**src/hdl/link_service_regs.svh**
```systemverilog
/*
 Register offsets, field positions, codes, reset values and timing counts
 for the management-link service responder.
 Assumes a 125 MHz APB clock and byte addresses on an 8-bit paddr.
*/
`ifndef LINK_SERVICE_REGS_SVH
`define LINK_SERVICE_REGS_SVH

// ----------------------------------------------------------------------
// Register offsets
// ----------------------------------------------------------------------
`define OFS_FRAME 8'h00
`define OFS_ADDR 8'h04
`define OFS_CTRL 8'h08
`define OFS_RESP_LO 8'h0C
`define OFS_RESP_HI 8'h10
`define OFS_RESP_BYTE 8'h14
`define OFS_PCC 8'h18
`define OFS_TURBO 8'h1C
`define OFS_TPARAM 8'h20
`define OFS_TDATA 8'h24
`define OFS_THERM 8'h28
`define OFS_MASK 8'h2C

// ----------------------------------------------------------------------
// Command format and completion codes
// ----------------------------------------------------------------------
`define WLEN_REG_READ 8'h05
`define RLEN_REG_READ 8'h09
`define CMD_REG_READ 8'hB1
`define CC_NONE 8'h00
`define CC_PASS 8'h40
`define CC_TIMEOUT 8'h80
`define CC_NO_RES 8'h81
`define CC_LOW_POWER 8'h82
`define CC_INVALID 8'h90
`define CC_HW_FAIL 8'h91
`define MAX_PROC_ID 8'h17
`define LAST_BYTE_IDX 4'h8

// ----------------------------------------------------------------------
// Field limits and reset values
// ----------------------------------------------------------------------
`define BANK_MAX 2'h2
`define ENTRY_MAX 5'h13
`define CTRL_START_BIT 0
`define TURBO_RST 8'hFF
`define MASK_RST 10'h3FF

// ----------------------------------------------------------------------
// Timing
// ----------------------------------------------------------------------
`define CLK_PERIOD_NS 8
`define INTERNAL_ERROR_SIGNAL_SETTLE_NS 1000000
`define INTERNAL_ERROR_SIGNAL_SETTLE_CYC ((`INTERNAL_ERROR_SIGNAL_SETTLE_NS + `CLK_PERIOD_NS - 1) / `CLK_PERIOD_NS)
`define RESP_TIMEOUT_NS 10000
`define RESP_TIMEOUT_CYC (`RESP_TIMEOUT_NS / `CLK_PERIOD_NS)

`endif

```
**src/hdl/link_service_pkg.sv**
```systemverilog
/*
 Types shared by the service responder: engine states, request frame,
 request-table parameter layout and register-source status.
 Assumes nothing of its surroundings.
*/
package link_service_pkg;

    typedef enum logic [1:0] {
        ST_IDLE = 2'b00,
        ST_ISSUE = 2'b01,
        ST_WAIT = 2'b11,
        ST_DONE = 2'b10
    } engine_state_e;

    typedef enum logic [1:0] {
        SRC_OK = 2'b00,
        SRC_UNIMPL = 2'b01,
        SRC_LOW_POWER = 2'b10,
        SRC_FAIL = 2'b11
    } src_status_e;

    typedef struct packed {
        logic [7:0] proc_id;
        logic [7:0] cmd;
        logic [7:0] rlen;
        logic [7:0] wlen;
    } frame_s;

    typedef struct packed {
        logic [3:0] rsvd;
        logic mode;
        logic [3:0] agent;
        logic [4:0] entry;
        logic [1:0] bank;
    } table_param_s;

endpackage : link_service_pkg

```
**src/hdl/host_link_service_responder.sv**
```systemverilog
/*
 Management-link service responder: APB register file, register-read
 command engine, productive-cycle counter, turbo threshold, request-table
 and thermal-margin reads.
 Assumes the register source, table and thermal inputs share pclk; only
 internal_error_signal is asynchronous.
*/
`timescale 1ns/1ps
`include "link_service_regs.svh"

module host_link_service_responder #(
    parameter int INTERNAL_ERROR_SIGNAL_SETTLE_CYCLES = `INTERNAL_ERROR_SIGNAL_SETTLE_CYC,
    parameter int RESP_TIMEOUT_CYCLES = `RESP_TIMEOUT_CYC
) (
    // Clock and reset
    input wire logic pclk,
    input wire logic presetn,
    // APB slave
    input wire logic psel,
    input wire logic penable,
    input wire logic pwrite,
    input wire logic [7:0] paddr,
    input wire logic [31:0] pwdata,
    output logic [31:0] prdata,
    output logic pready,
    output logic pslverr,
    // Activity and performance state
    input wire logic retire_active,
    input wire logic [7:0] os_pstate_req,
    input wire logic [7:0] limit_pstate,
    input wire logic [3:0] energy_bias_setting,
    output logic [7:0] granted_pstate,
    output logic turbo_enable,
    output logic [3:0] turbo_bias,
    // Request table and failing core
    output logic [15:0] table_param,
    input wire logic [31:0] table_data,
    input wire logic [7:0] agent_enable,
    input wire logic [7:0] first_fail_core,
    input wire logic first_fail_valid,
    input wire logic internal_error_signal,
    // Thermal margin
    input wire logic [15:0] thermal_margin,
    // Architectural register source
    output logic src_req,
    output logic [7:0] src_thread,
    output logic [15:0] src_addr,
    input wire logic src_ack,
    input wire logic src_busy,
    input wire logic [1:0] src_status,
    input wire logic [63:0] src_data
);

    localparam int SETTLE_W = $clog2(INTERNAL_ERROR_SIGNAL_SETTLE_CYCLES + 1);
    localparam int TMO_W = $clog2(RESP_TIMEOUT_CYCLES + 1);

    if (INTERNAL_ERROR_SIGNAL_SETTLE_CYCLES < 1 || RESP_TIMEOUT_CYCLES < 2) begin : g_bad_param
        $error("Settle count must be 1 or more and timeout 2 or more");
    end

    // ------------------------------------------------------------------
    // APB slave
    // ------------------------------------------------------------------
    // Zero wait states: pready rises in the first access cycle.
    logic pready_q, pready_d, pslverr_q, pslverr_d;
    logic [31:0] prdata_q, prdata_d, rmux;
    logic hit;
    logic setup, xfer, wr, rd;

    link_service_pkg::frame_s frame_q, frame_d;
    logic [15:0] addr_q, addr_d;
    link_service_pkg::engine_state_e st_q, st_d;
    logic [7:0] cc_q, cc_d;
    logic [63:0] data_q, data_d;
    logic abort_q, abort_d;
    logic [3:0] idx_q, idx_d;
    logic [TMO_W-1:0] tmo_q, tmo_d;
    logic src_req_q, src_req_d;
    logic [7:0] src_thread_q, src_thread_d;
    logic [15:0] src_addr_q, src_addr_d;

    logic [31:0] pcc_q, pcc_d;
    logic [7:0] thr_q, thr_d;
    link_service_pkg::table_param_s tp_q, tp_d;
    logic [9:0] mask_q, mask_d;
    logic [31:0] tdata_q, tdata_d;
    logic [31:0] therm_q, therm_d;
    logic [7:0] grant_q, grant_d;
    logic turbo_q, turbo_d;
    logic [3:0] bias_q, bias_d;
    logic internal_error_signal_s1_q, internal_error_signal_s2_q, internal_error_signal_s3_q;
    logic [SETTLE_W-1:0] settle_q, settle_d;
    logic ffc_ready_q, ffc_ready_d;
    logic [71:0] resp_bytes;

    assign setup = psel & ~penable;
    assign xfer = psel & penable & pready_q;
    assign wr = xfer & pwrite;
    assign rd = xfer & ~pwrite;
    assign resp_bytes = {data_q, cc_q};

    always_comb begin
        hit = 1'b1;
        rmux = 32'h0000_0000;
        case (paddr)
            `OFS_FRAME: rmux = frame_q;
            `OFS_ADDR: rmux = {16'h0000, addr_q};
            `OFS_CTRL: rmux = {16'h0000, cc_q, 5'h00, abort_q, st_q == link_service_pkg::ST_DONE,
                               st_q == link_service_pkg::ST_ISSUE || st_q == link_service_pkg::ST_WAIT};
            `OFS_RESP_LO: rmux = data_q[31:0];
            `OFS_RESP_HI: rmux = data_q[63:32];
            `OFS_RESP_BYTE: rmux = {24'h000000, resp_bytes[{idx_q, 3'b000} +: 8]};
            `OFS_PCC: rmux = pcc_q;
            `OFS_TURBO: rmux = {24'h000000, thr_q};
            `OFS_TPARAM: rmux = {16'h0000, tp_q};
            `OFS_TDATA: rmux = tdata_q;
            `OFS_THERM: rmux = therm_q;
            `OFS_MASK: rmux = {22'h000000, mask_q};
            default: hit = 1'b0;
        endcase
        pready_d = setup;
        pslverr_d = setup & ~hit;
        prdata_d = setup ? rmux : prdata_q;
    end

    always_ff @(posedge pclk or negedge presetn) begin
        if (!presetn) begin
            pready_q <= 1'b0;
            pslverr_q <= 1'b0;
            prdata_q <= 32'h0000_0000;
        end else begin
            pready_q <= pready_d;
            pslverr_q <= pslverr_d;
            prdata_q <= prdata_d;
        end
    end

    assign pready = pready_q;
    assign pslverr = pslverr_q;
    assign prdata = prdata_q;

    // ------------------------------------------------------------------
    // Register-read command engine
    // ------------------------------------------------------------------
    logic start, good, avail;

    assign start = wr && paddr == `OFS_CTRL && pwdata[`CTRL_START_BIT];
    assign good = frame_q.wlen == `WLEN_REG_READ && frame_q.rlen == `RLEN_REG_READ
                  && frame_q.cmd == `CMD_REG_READ;
    // IDs map to fixed slots: core = id[3:1], thread = id[0]; IDs 16..23
    // have no mask bit and are never available.
    assign avail = frame_q.proc_id <= `MAX_PROC_ID && frame_q.proc_id[7:4] == 4'h0
                   && mask_q[frame_q.proc_id[3:1]] && mask_q[4'h8 + frame_q.proc_id[0]];

    always_comb begin
        st_d = st_q;
        cc_d = cc_q;
        data_d = data_q;
        abort_d = abort_q;
        idx_d = idx_q;
        tmo_d = tmo_q;
        src_req_d = 1'b0;
        src_thread_d = src_thread_q;
        src_addr_d = src_addr_q;
        frame_d = frame_q;
        addr_d = addr_q;
        if (wr && paddr == `OFS_FRAME) begin
            frame_d = pwdata;
        end
        if (wr && paddr == `OFS_ADDR) begin
            addr_d = pwdata[15:0];
        end
        if (rd && paddr == `OFS_RESP_BYTE && idx_q != `LAST_BYTE_IDX
            && st_q == link_service_pkg::ST_DONE) begin
            idx_d = idx_q + 4'h1;
        end
        case (st_q)
            link_service_pkg::ST_IDLE, link_service_pkg::ST_DONE: begin
                if (start) begin
                    idx_d = 4'h0;
                    data_d = 64'h0;
                    abort_d = 1'b0;
                    cc_d = `CC_NONE;
                    src_thread_d = frame_q.proc_id;
                    src_addr_d = addr_q;
                    if (!good) begin
                        abort_d = 1'b1;
                        st_d = link_service_pkg::ST_DONE;
                    end else if (!avail) begin
                        cc_d = `CC_INVALID;
                        st_d = link_service_pkg::ST_DONE;
                    end else begin
                        st_d = link_service_pkg::ST_ISSUE;
                    end
                end
            end
            link_service_pkg::ST_ISSUE: begin
                if (src_busy) begin
                    cc_d = `CC_NO_RES;
                    st_d = link_service_pkg::ST_DONE;
                end else begin
                    src_req_d = 1'b1;
                    tmo_d = '0;
                    st_d = link_service_pkg::ST_WAIT;
                end
            end
            link_service_pkg::ST_WAIT: begin
                if (src_ack) begin
                    st_d = link_service_pkg::ST_DONE;
                    case (link_service_pkg::src_status_e'(src_status))
                        link_service_pkg::SRC_OK: begin
                            cc_d = `CC_PASS;
                            data_d = src_data;
                        end
                        link_service_pkg::SRC_UNIMPL: cc_d = `CC_INVALID;
                        link_service_pkg::SRC_LOW_POWER: cc_d = `CC_LOW_POWER;
                        default: cc_d = `CC_HW_FAIL;
                    endcase
                end else if (tmo_q == TMO_W'(RESP_TIMEOUT_CYCLES - 1)) begin
                    cc_d = `CC_TIMEOUT;
                    st_d = link_service_pkg::ST_DONE;
                end else begin
                    tmo_d = tmo_q + 1'b1;
                end
            end
            default: st_d = link_service_pkg::ST_IDLE;
        endcase
    end

    always_ff @(posedge pclk or negedge presetn) begin
        if (!presetn) begin
            st_q <= link_service_pkg::ST_IDLE;
            cc_q <= `CC_NONE;
            data_q <= 64'h0;
            abort_q <= 1'b0;
            idx_q <= 4'h0;
            tmo_q <= '0;
            src_req_q <= 1'b0;
            src_thread_q <= 8'h00;
            src_addr_q <= 16'h0000;
            frame_q <= 32'h0000_0000;
            addr_q <= 16'h0000;
        end else begin
            st_q <= st_d;
            cc_q <= cc_d;
            data_q <= data_d;
            abort_q <= abort_d;
            idx_q <= idx_d;
            tmo_q <= tmo_d;
            src_req_q <= src_req_d;
            src_thread_q <= src_thread_d;
            src_addr_q <= src_addr_d;
            frame_q <= frame_d;
            addr_q <= addr_d;
        end
    end

    assign src_req = src_req_q;
    assign src_thread = src_thread_q;
    assign src_addr = src_addr_q;

    // ------------------------------------------------------------------
    // Package services
    // ------------------------------------------------------------------
    // The threshold acts on p-state numbers alone; no thermal or clamp
    // input reaches this logic, so neither can bend the decision.
    always_comb begin
        pcc_d = retire_active ? pcc_q + 32'h0000_0001 : pcc_q;
        thr_d = (wr && paddr == `OFS_TURBO) ? pwdata[7:0] : thr_q;
        tp_d = (wr && paddr == `OFS_TPARAM) ? pwdata[15:0] : tp_q;
        mask_d = (wr && paddr == `OFS_MASK) ? pwdata[9:0] : mask_q;
        turbo_d = os_pstate_req > thr_q;
        grant_d = (os_pstate_req < limit_pstate) ? os_pstate_req : limit_pstate;
        bias_d = turbo_d ? energy_bias_setting : 4'h0;
        therm_d = {16'h0000, thermal_margin};
        if (tp_q.mode) begin
            tdata_d = {23'h000000, ffc_ready_q & first_fail_valid, first_fail_core};
        end else if (agent_enable[tp_q.agent[2:0]] && tp_q.agent[3] == 1'b0
                     && tp_q.bank <= `BANK_MAX && tp_q.entry <= `ENTRY_MAX) begin
            tdata_d = table_data;
        end else begin
            tdata_d = 32'h0000_0000;
        end
        // Restart the settle window on every fresh error edge.
        settle_d = settle_q;
        ffc_ready_d = ffc_ready_q;
        if (!internal_error_signal_s2_q) begin
            settle_d = '0;
            ffc_ready_d = 1'b0;
        end else if (!internal_error_signal_s3_q) begin
            settle_d = '0;
            ffc_ready_d = 1'b0;
        end else if (!ffc_ready_q) begin
            if (settle_q == SETTLE_W'(INTERNAL_ERROR_SIGNAL_SETTLE_CYCLES - 1)) begin
                ffc_ready_d = 1'b1;
            end else begin
                settle_d = settle_q + 1'b1;
            end
        end
    end

    always_ff @(posedge pclk or negedge presetn) begin
        if (!presetn) begin
            pcc_q <= 32'h0000_0000;
            thr_q <= `TURBO_RST;
            tp_q <= 16'h0000;
            mask_q <= `MASK_RST;
            turbo_q <= 1'b0;
            grant_q <= 8'h00;
            bias_q <= 4'h0;
            therm_q <= 32'h0000_0000;
            tdata_q <= 32'h0000_0000;
            settle_q <= '0;
            ffc_ready_q <= 1'b0;
            internal_error_signal_s1_q <= 1'b0;
            internal_error_signal_s2_q <= 1'b0;
            internal_error_signal_s3_q <= 1'b0;
        end else begin
            pcc_q <= pcc_d;
            thr_q <= thr_d;
            tp_q <= tp_d;
            mask_q <= mask_d;
            turbo_q <= turbo_d;
            grant_q <= grant_d;
            bias_q <= bias_d;
            therm_q <= therm_d;
            tdata_q <= tdata_d;
            settle_q <= settle_d;
            ffc_ready_q <= ffc_ready_d;
            internal_error_signal_s1_q <= internal_error_signal;
            internal_error_signal_s2_q <= internal_error_signal_s1_q;
            internal_error_signal_s3_q <= internal_error_signal_s2_q;
        end
    end

    assign granted_pstate = grant_q;
    assign turbo_enable = turbo_q;
    assign turbo_bias = bias_q;
    assign table_param = tp_q;
endmodule : host_link_service_responder

```
**config.mk**
```make
export PLATFORM = sky130hd
export DESIGN_NAME = host_link_service_responder
export DESIGN_NICKNAME = d
export VERILOG_FILES = /design/src/hdl/link_service_pkg.sv /design/src/hdl/host_link_service_responder.sv
export VERILOG_INCLUDE_DIRS = /design/src /design/src/hdl
export SDC_FILE = /design/constraint.sdc
export NUM_CORES = 1
export LEC_CHECK = 0
export BUFFER_PORTS_ARGS = -buffer_cell sky130_fd_sc_hd__clkbuf_2
export CORE_AREA = 5 5 182 316
export DETAILED_ROUTE_END_ITERATION = 8
export DIE_AREA = 0 0 187 321
export GPL_TIMING_DRIVEN = 0
export PLACE_DENSITY = 0.57
export SETUP_SLACK_MARGIN = 0.05
export SYNTH_ARGS = -nofsm -noshare
export SYNTH_HDL_FRONTEND = slang
export SYNTH_SLANG_ARGS = --single-unit
```
**constraint.sdc**
```tcl
create_clock -name pclk -period 2.97 [get_ports pclk]
set_input_delay 0.891 -clock pclk [delete_from_list [all_inputs] [get_ports pclk]]
set_output_delay 0.891 -clock pclk [all_outputs]
set_load 0.02 [all_outputs]
```
==> impl_summary.txt <==
----------------------------------------------------
[CTS]
  H-Tree Level Count ... 2
  TritonCTS clock tree ... built
  Maximum clock path buffer count ... 3
  Reg clk slew, reported paths ... 70 ps
  Cts bufs inserted ... 37
  Clock latency on the worst-skew pair ... 540 ps
  Number of sinks driven by the clock tree ... 342
  Clk Tree Root Cell ... clkbuf_16

[Critical path]
  Worst setup path class ... input pin to register
  Type of origin of the critical path ... input pin
  Crit-path max cell delay ... about 560 ps
  Endpoint class of the critical path ... register
  Crit path buf inv count ... 3
  Worst-path cell chain ... clkbuf_2 > or4_1 > clkbuf_1 > nor2_1 > buf_2 > a222oi_1 > a21oi_1 > a21o_1
  Crit path max-delay cell type ... clkbuf_1
  Crit path max fanout ... 10
  Reg-to-reg slack, setup ... 200 ps
  Worst path top cell family by delay ... buffers and inverters
  Endpoint arrival time on the critical path ... 3250 ps
  Required arrival time at the worst endpoint ... 3390 ps

[STA]
  Hold Slack ... roughly 250 ps
  Final setup vio count ... 0
  Minimum period implied by the final worst setup slack ... ~2800 ps
  Final Worst Setup Slack ... between 100 and 150 ps
  Transition time of the tightest slew-check pin ... 1190 ps
  Final period utilization ... a little over nine tenths
  Relative slew slack ... 20.3%
  Total negative setup slack ... 0 ps
  Final Max Tran Viols ... 0
  Final hold vios ... 0
  Skew final ... 15.9 ps
  Setup repair after global routing missed its margin ... false
  Maximum achievable frequency ... 354 MHz

[Drt]
  Detailed route wirelength on metal2 ... 37.3 mm
  DR pass1 iterations ... 8
  Metal-1 WL ... around 25 mm
  Via density per instance ... approximately 5.4
  Number of DRC markers in iteration 0 ... just over 800
  Top metal layer carrying routed signals ... met4
  Final wirelength ... 70.7 mm
  Final ANT Viol Nets ... 0
  WL/cell ... 28.2 um
  Vias ... 13500
  Routed wl met3 ... 4.25 mm
  Count of unresolved DRC violations after routing ... 0

[GRT]
  Via count of the first global-routing pass ... about 14000
  Combined global-route utilization of all metal layers ... 23.1%
  Maximum number of pins on one net before global-route repair ... 115
  Number of antenna violations at the first check in global routing ... 2
  First-pass GRT wire length ... around 100 mm
  Total congestion overflow after global routing ... 0

[Logic synthesis]
  Post-synthesis sequential element count ... 342
  Portion of the post-synthesis area used by sequential elements ... 52.9%
  Most used flip-flop cell after synthesis ... dfrtp_1
  Warning count from the yosys run ... 0
  Average size of a mapped cell ... 11.1 sq um
  Asr flop ratio synth ... 100%
  Post-Synthesis Cell Area ... 16200 sq um
  Gate count of the mapped netlist ... about 1500
  Number of enable flip-flop cells after synthesis ... 0
  Net Count, Synth ... 1684
  Count of different cell masters after synthesis ... between 70 and 80

[Hold path]
  Tightest Hold Check Type ... input pin to async pin

[Pwr]
  Switching power ... around 0.0026 W
  Comb power frac ... 6.8%
  Power per standard cell area ... 537 nW/um^2
  Max IR drop VDD ... 0.427 mV
  Clock power share ... 47.8%
  Share of power burned in registers ... 45.4%
  Proportion of total power due to net switching ... 24.2%
  Cell-internal power ... between 0.008 and 0.009 W
  Leakage power summed over all cells ... between 9 and 10 nW

[Place]
  RePlAce Congestion ... 0.988
  Number of input and output port buffers inserted ... between 200 and 300
  Estimated wirelength of the detail-placed design ... 57.3 mm
  Worst-case setup slack after placement ... -744 ps
  Area after DPL ... around 19000 sq um

[Final layout]
  Post-layout util ... 36.4%
  Area growth, synth to finish ... 23.1%
  Final net count ... 2010
  Commonest non-fill, non-tap cells in the layout ... dfrtp_1, clkbuf_2, nand2_1, mux2_2, o21ai_0
  Most common cell after layout, fill and taps aside ... dfrtp_1
  Share of final-layout standard cells stronger than drive strength 1 ... 31.2%
  Layout Cell Area excl Fill ... between 15000 and 20000 sq um

[Run]
  Max_cap viols ... 0

[Die]
  Die Span Y ... 321 um
  Initial core utilization ... 29.6%
  Die Area ... 60000 sq um
  Core region area ... 54800 sq um
  Die span in x ... 187 um
  Row count ... 114
  Number of ports placed on the die boundary ... about 290

[Outcome]
  Result of the run ... finished, final reports clean

----------------------------------------------------
metal layers:
| layer | vias up | track usage [%] |
|---|---|---|
| li1 | 5956 | - |
| met1 | 6756 | 24.4 |
| met2 | 585 | 42.9 |
| met3 | 162 | 4.50 |
| met4 | 0 | 12.9 |
| met5 | - | 0 |
stage by stage:
step                      power [W]  instances
after floorplan             0.00521       1463
after global placement      0.00566       2442
after detailed placement    0.00569       2445
after CTS                    0.0108       2510
after global routing         0.0111       2511
final                        0.0107       2512
repair_timing:
item / 4_1_cts / 5_1_grt
pin swaps: 0 / 0
setup buffers: 0 / 0
hold buffers: 0 / 0
endpoints found under the setup margin: 52 / 15
resized for setup: 9 / 6
hold endpoints to repair: 0 / 0
final timing paths:
kind / startpoint / end / cells past startpoint
max reg2reg: idx_q[1] / prdata[7] / 7
min: presetn / frame_q[26] / 1
min in group pclk: internal_error_signal_s1_q / internal_error_signal_s2_q / 0
max: paddr[0] / prdata[16] / 8
max in group asynchronous: presetn / granted_pstate[7] / 3
min reg2reg: internal_error_signal_s1_q / internal_error_signal_s2_q / 0
synth_stat cells, drive strengths merged (8+ instances only):
cell      n  area share [%]
a222oi   18             1.1
nor2     64             1.6
dfrtp   324              50
nand4    18            0.69
buf      35             1.3
inv      30            0.69
mux4     19             2.6
ha       21             1.6
o21ai    99             3.1
nand3    44             1.4
nor2b    10            0.39
nor3     22            0.88
a31oi    14            0.54
xnor2    21             1.1
nor4b    10            0.66
a221oi   13            0.70
mux2i    28             1.7
a22oi    30             1.4
dfstp    18             2.9
a21o     19            0.88
and2     32             1.2
a21oi    50             1.5
nand2   198             4.6
and3     11            0.42
and4      8            0.43
clkbuf   52             1.2
xor2     32             1.7
a32oi     8            0.43
a22o     12            0.65
mux2    125             8.7
power by group through the flow:
stage | clock network [W] | registers (W) | logic, W
3_5_place_dp | 0 | 0.00495 | 0.000736
5_1_grt | 0.00539 | 0.00488 | 0.000800
3_3_place_gp | 0 | 0.00496 | 0.000704
4_1_cts | 0.00523 | 0.00487 | 0.000740
6_report | 0.00512 | 0.00487 | 0.000729
2_1_floorplan | 0 | 0.00493 | 0.000275
sequential cells by signal (all words and copies together), names as in the netlist, 10 cells and up:
name,cells
tdata_q,32
prdata,32
tmo_q,11
settle_q,17
frame_q,32
src_addr,16
mask_q,10
addr_q,16
pcc_q,32
therm_q,16
data_q,64
table_param,16
layout make-up:
cell class / count / area [sq um]
diodes: 1 / 2.50
plain buffers: 87 / 410
clock buffers: 44 / 982
clock inverters: 21 / 332
fillers: 5568 / 34800
inverters: 30 / 113
multi-input cells: 1004 / 7160
flip-flops and latches: 342 / 8580
well taps: 696 / 871
repair buffers: 287 / 1520
cells by family (layout without fill, tap and decap cells):
| group | Yosys count | count (layout) | synth area share (%) |
|---|---|---|---|
| XOR/XNOR | 53 | 53 | 2.86 |
| AND/OR/NAND/NOR | 452 | 452 | 13.9 |
| multiplexers | 172 | 172 | 13.0 |
| flip-flops | 342 | 342 | 52.9 |
| buffers and inverters | 117 | 469 | 3.18 |
| AO/OA/AOI/OAI | 306 | 306 | 12.5 |
| adder cells (fa/ha/maj) | 21 | 21 | 1.62 |
| other | 0 | 1 | 0 |
(Power assumes the default switching activity.)
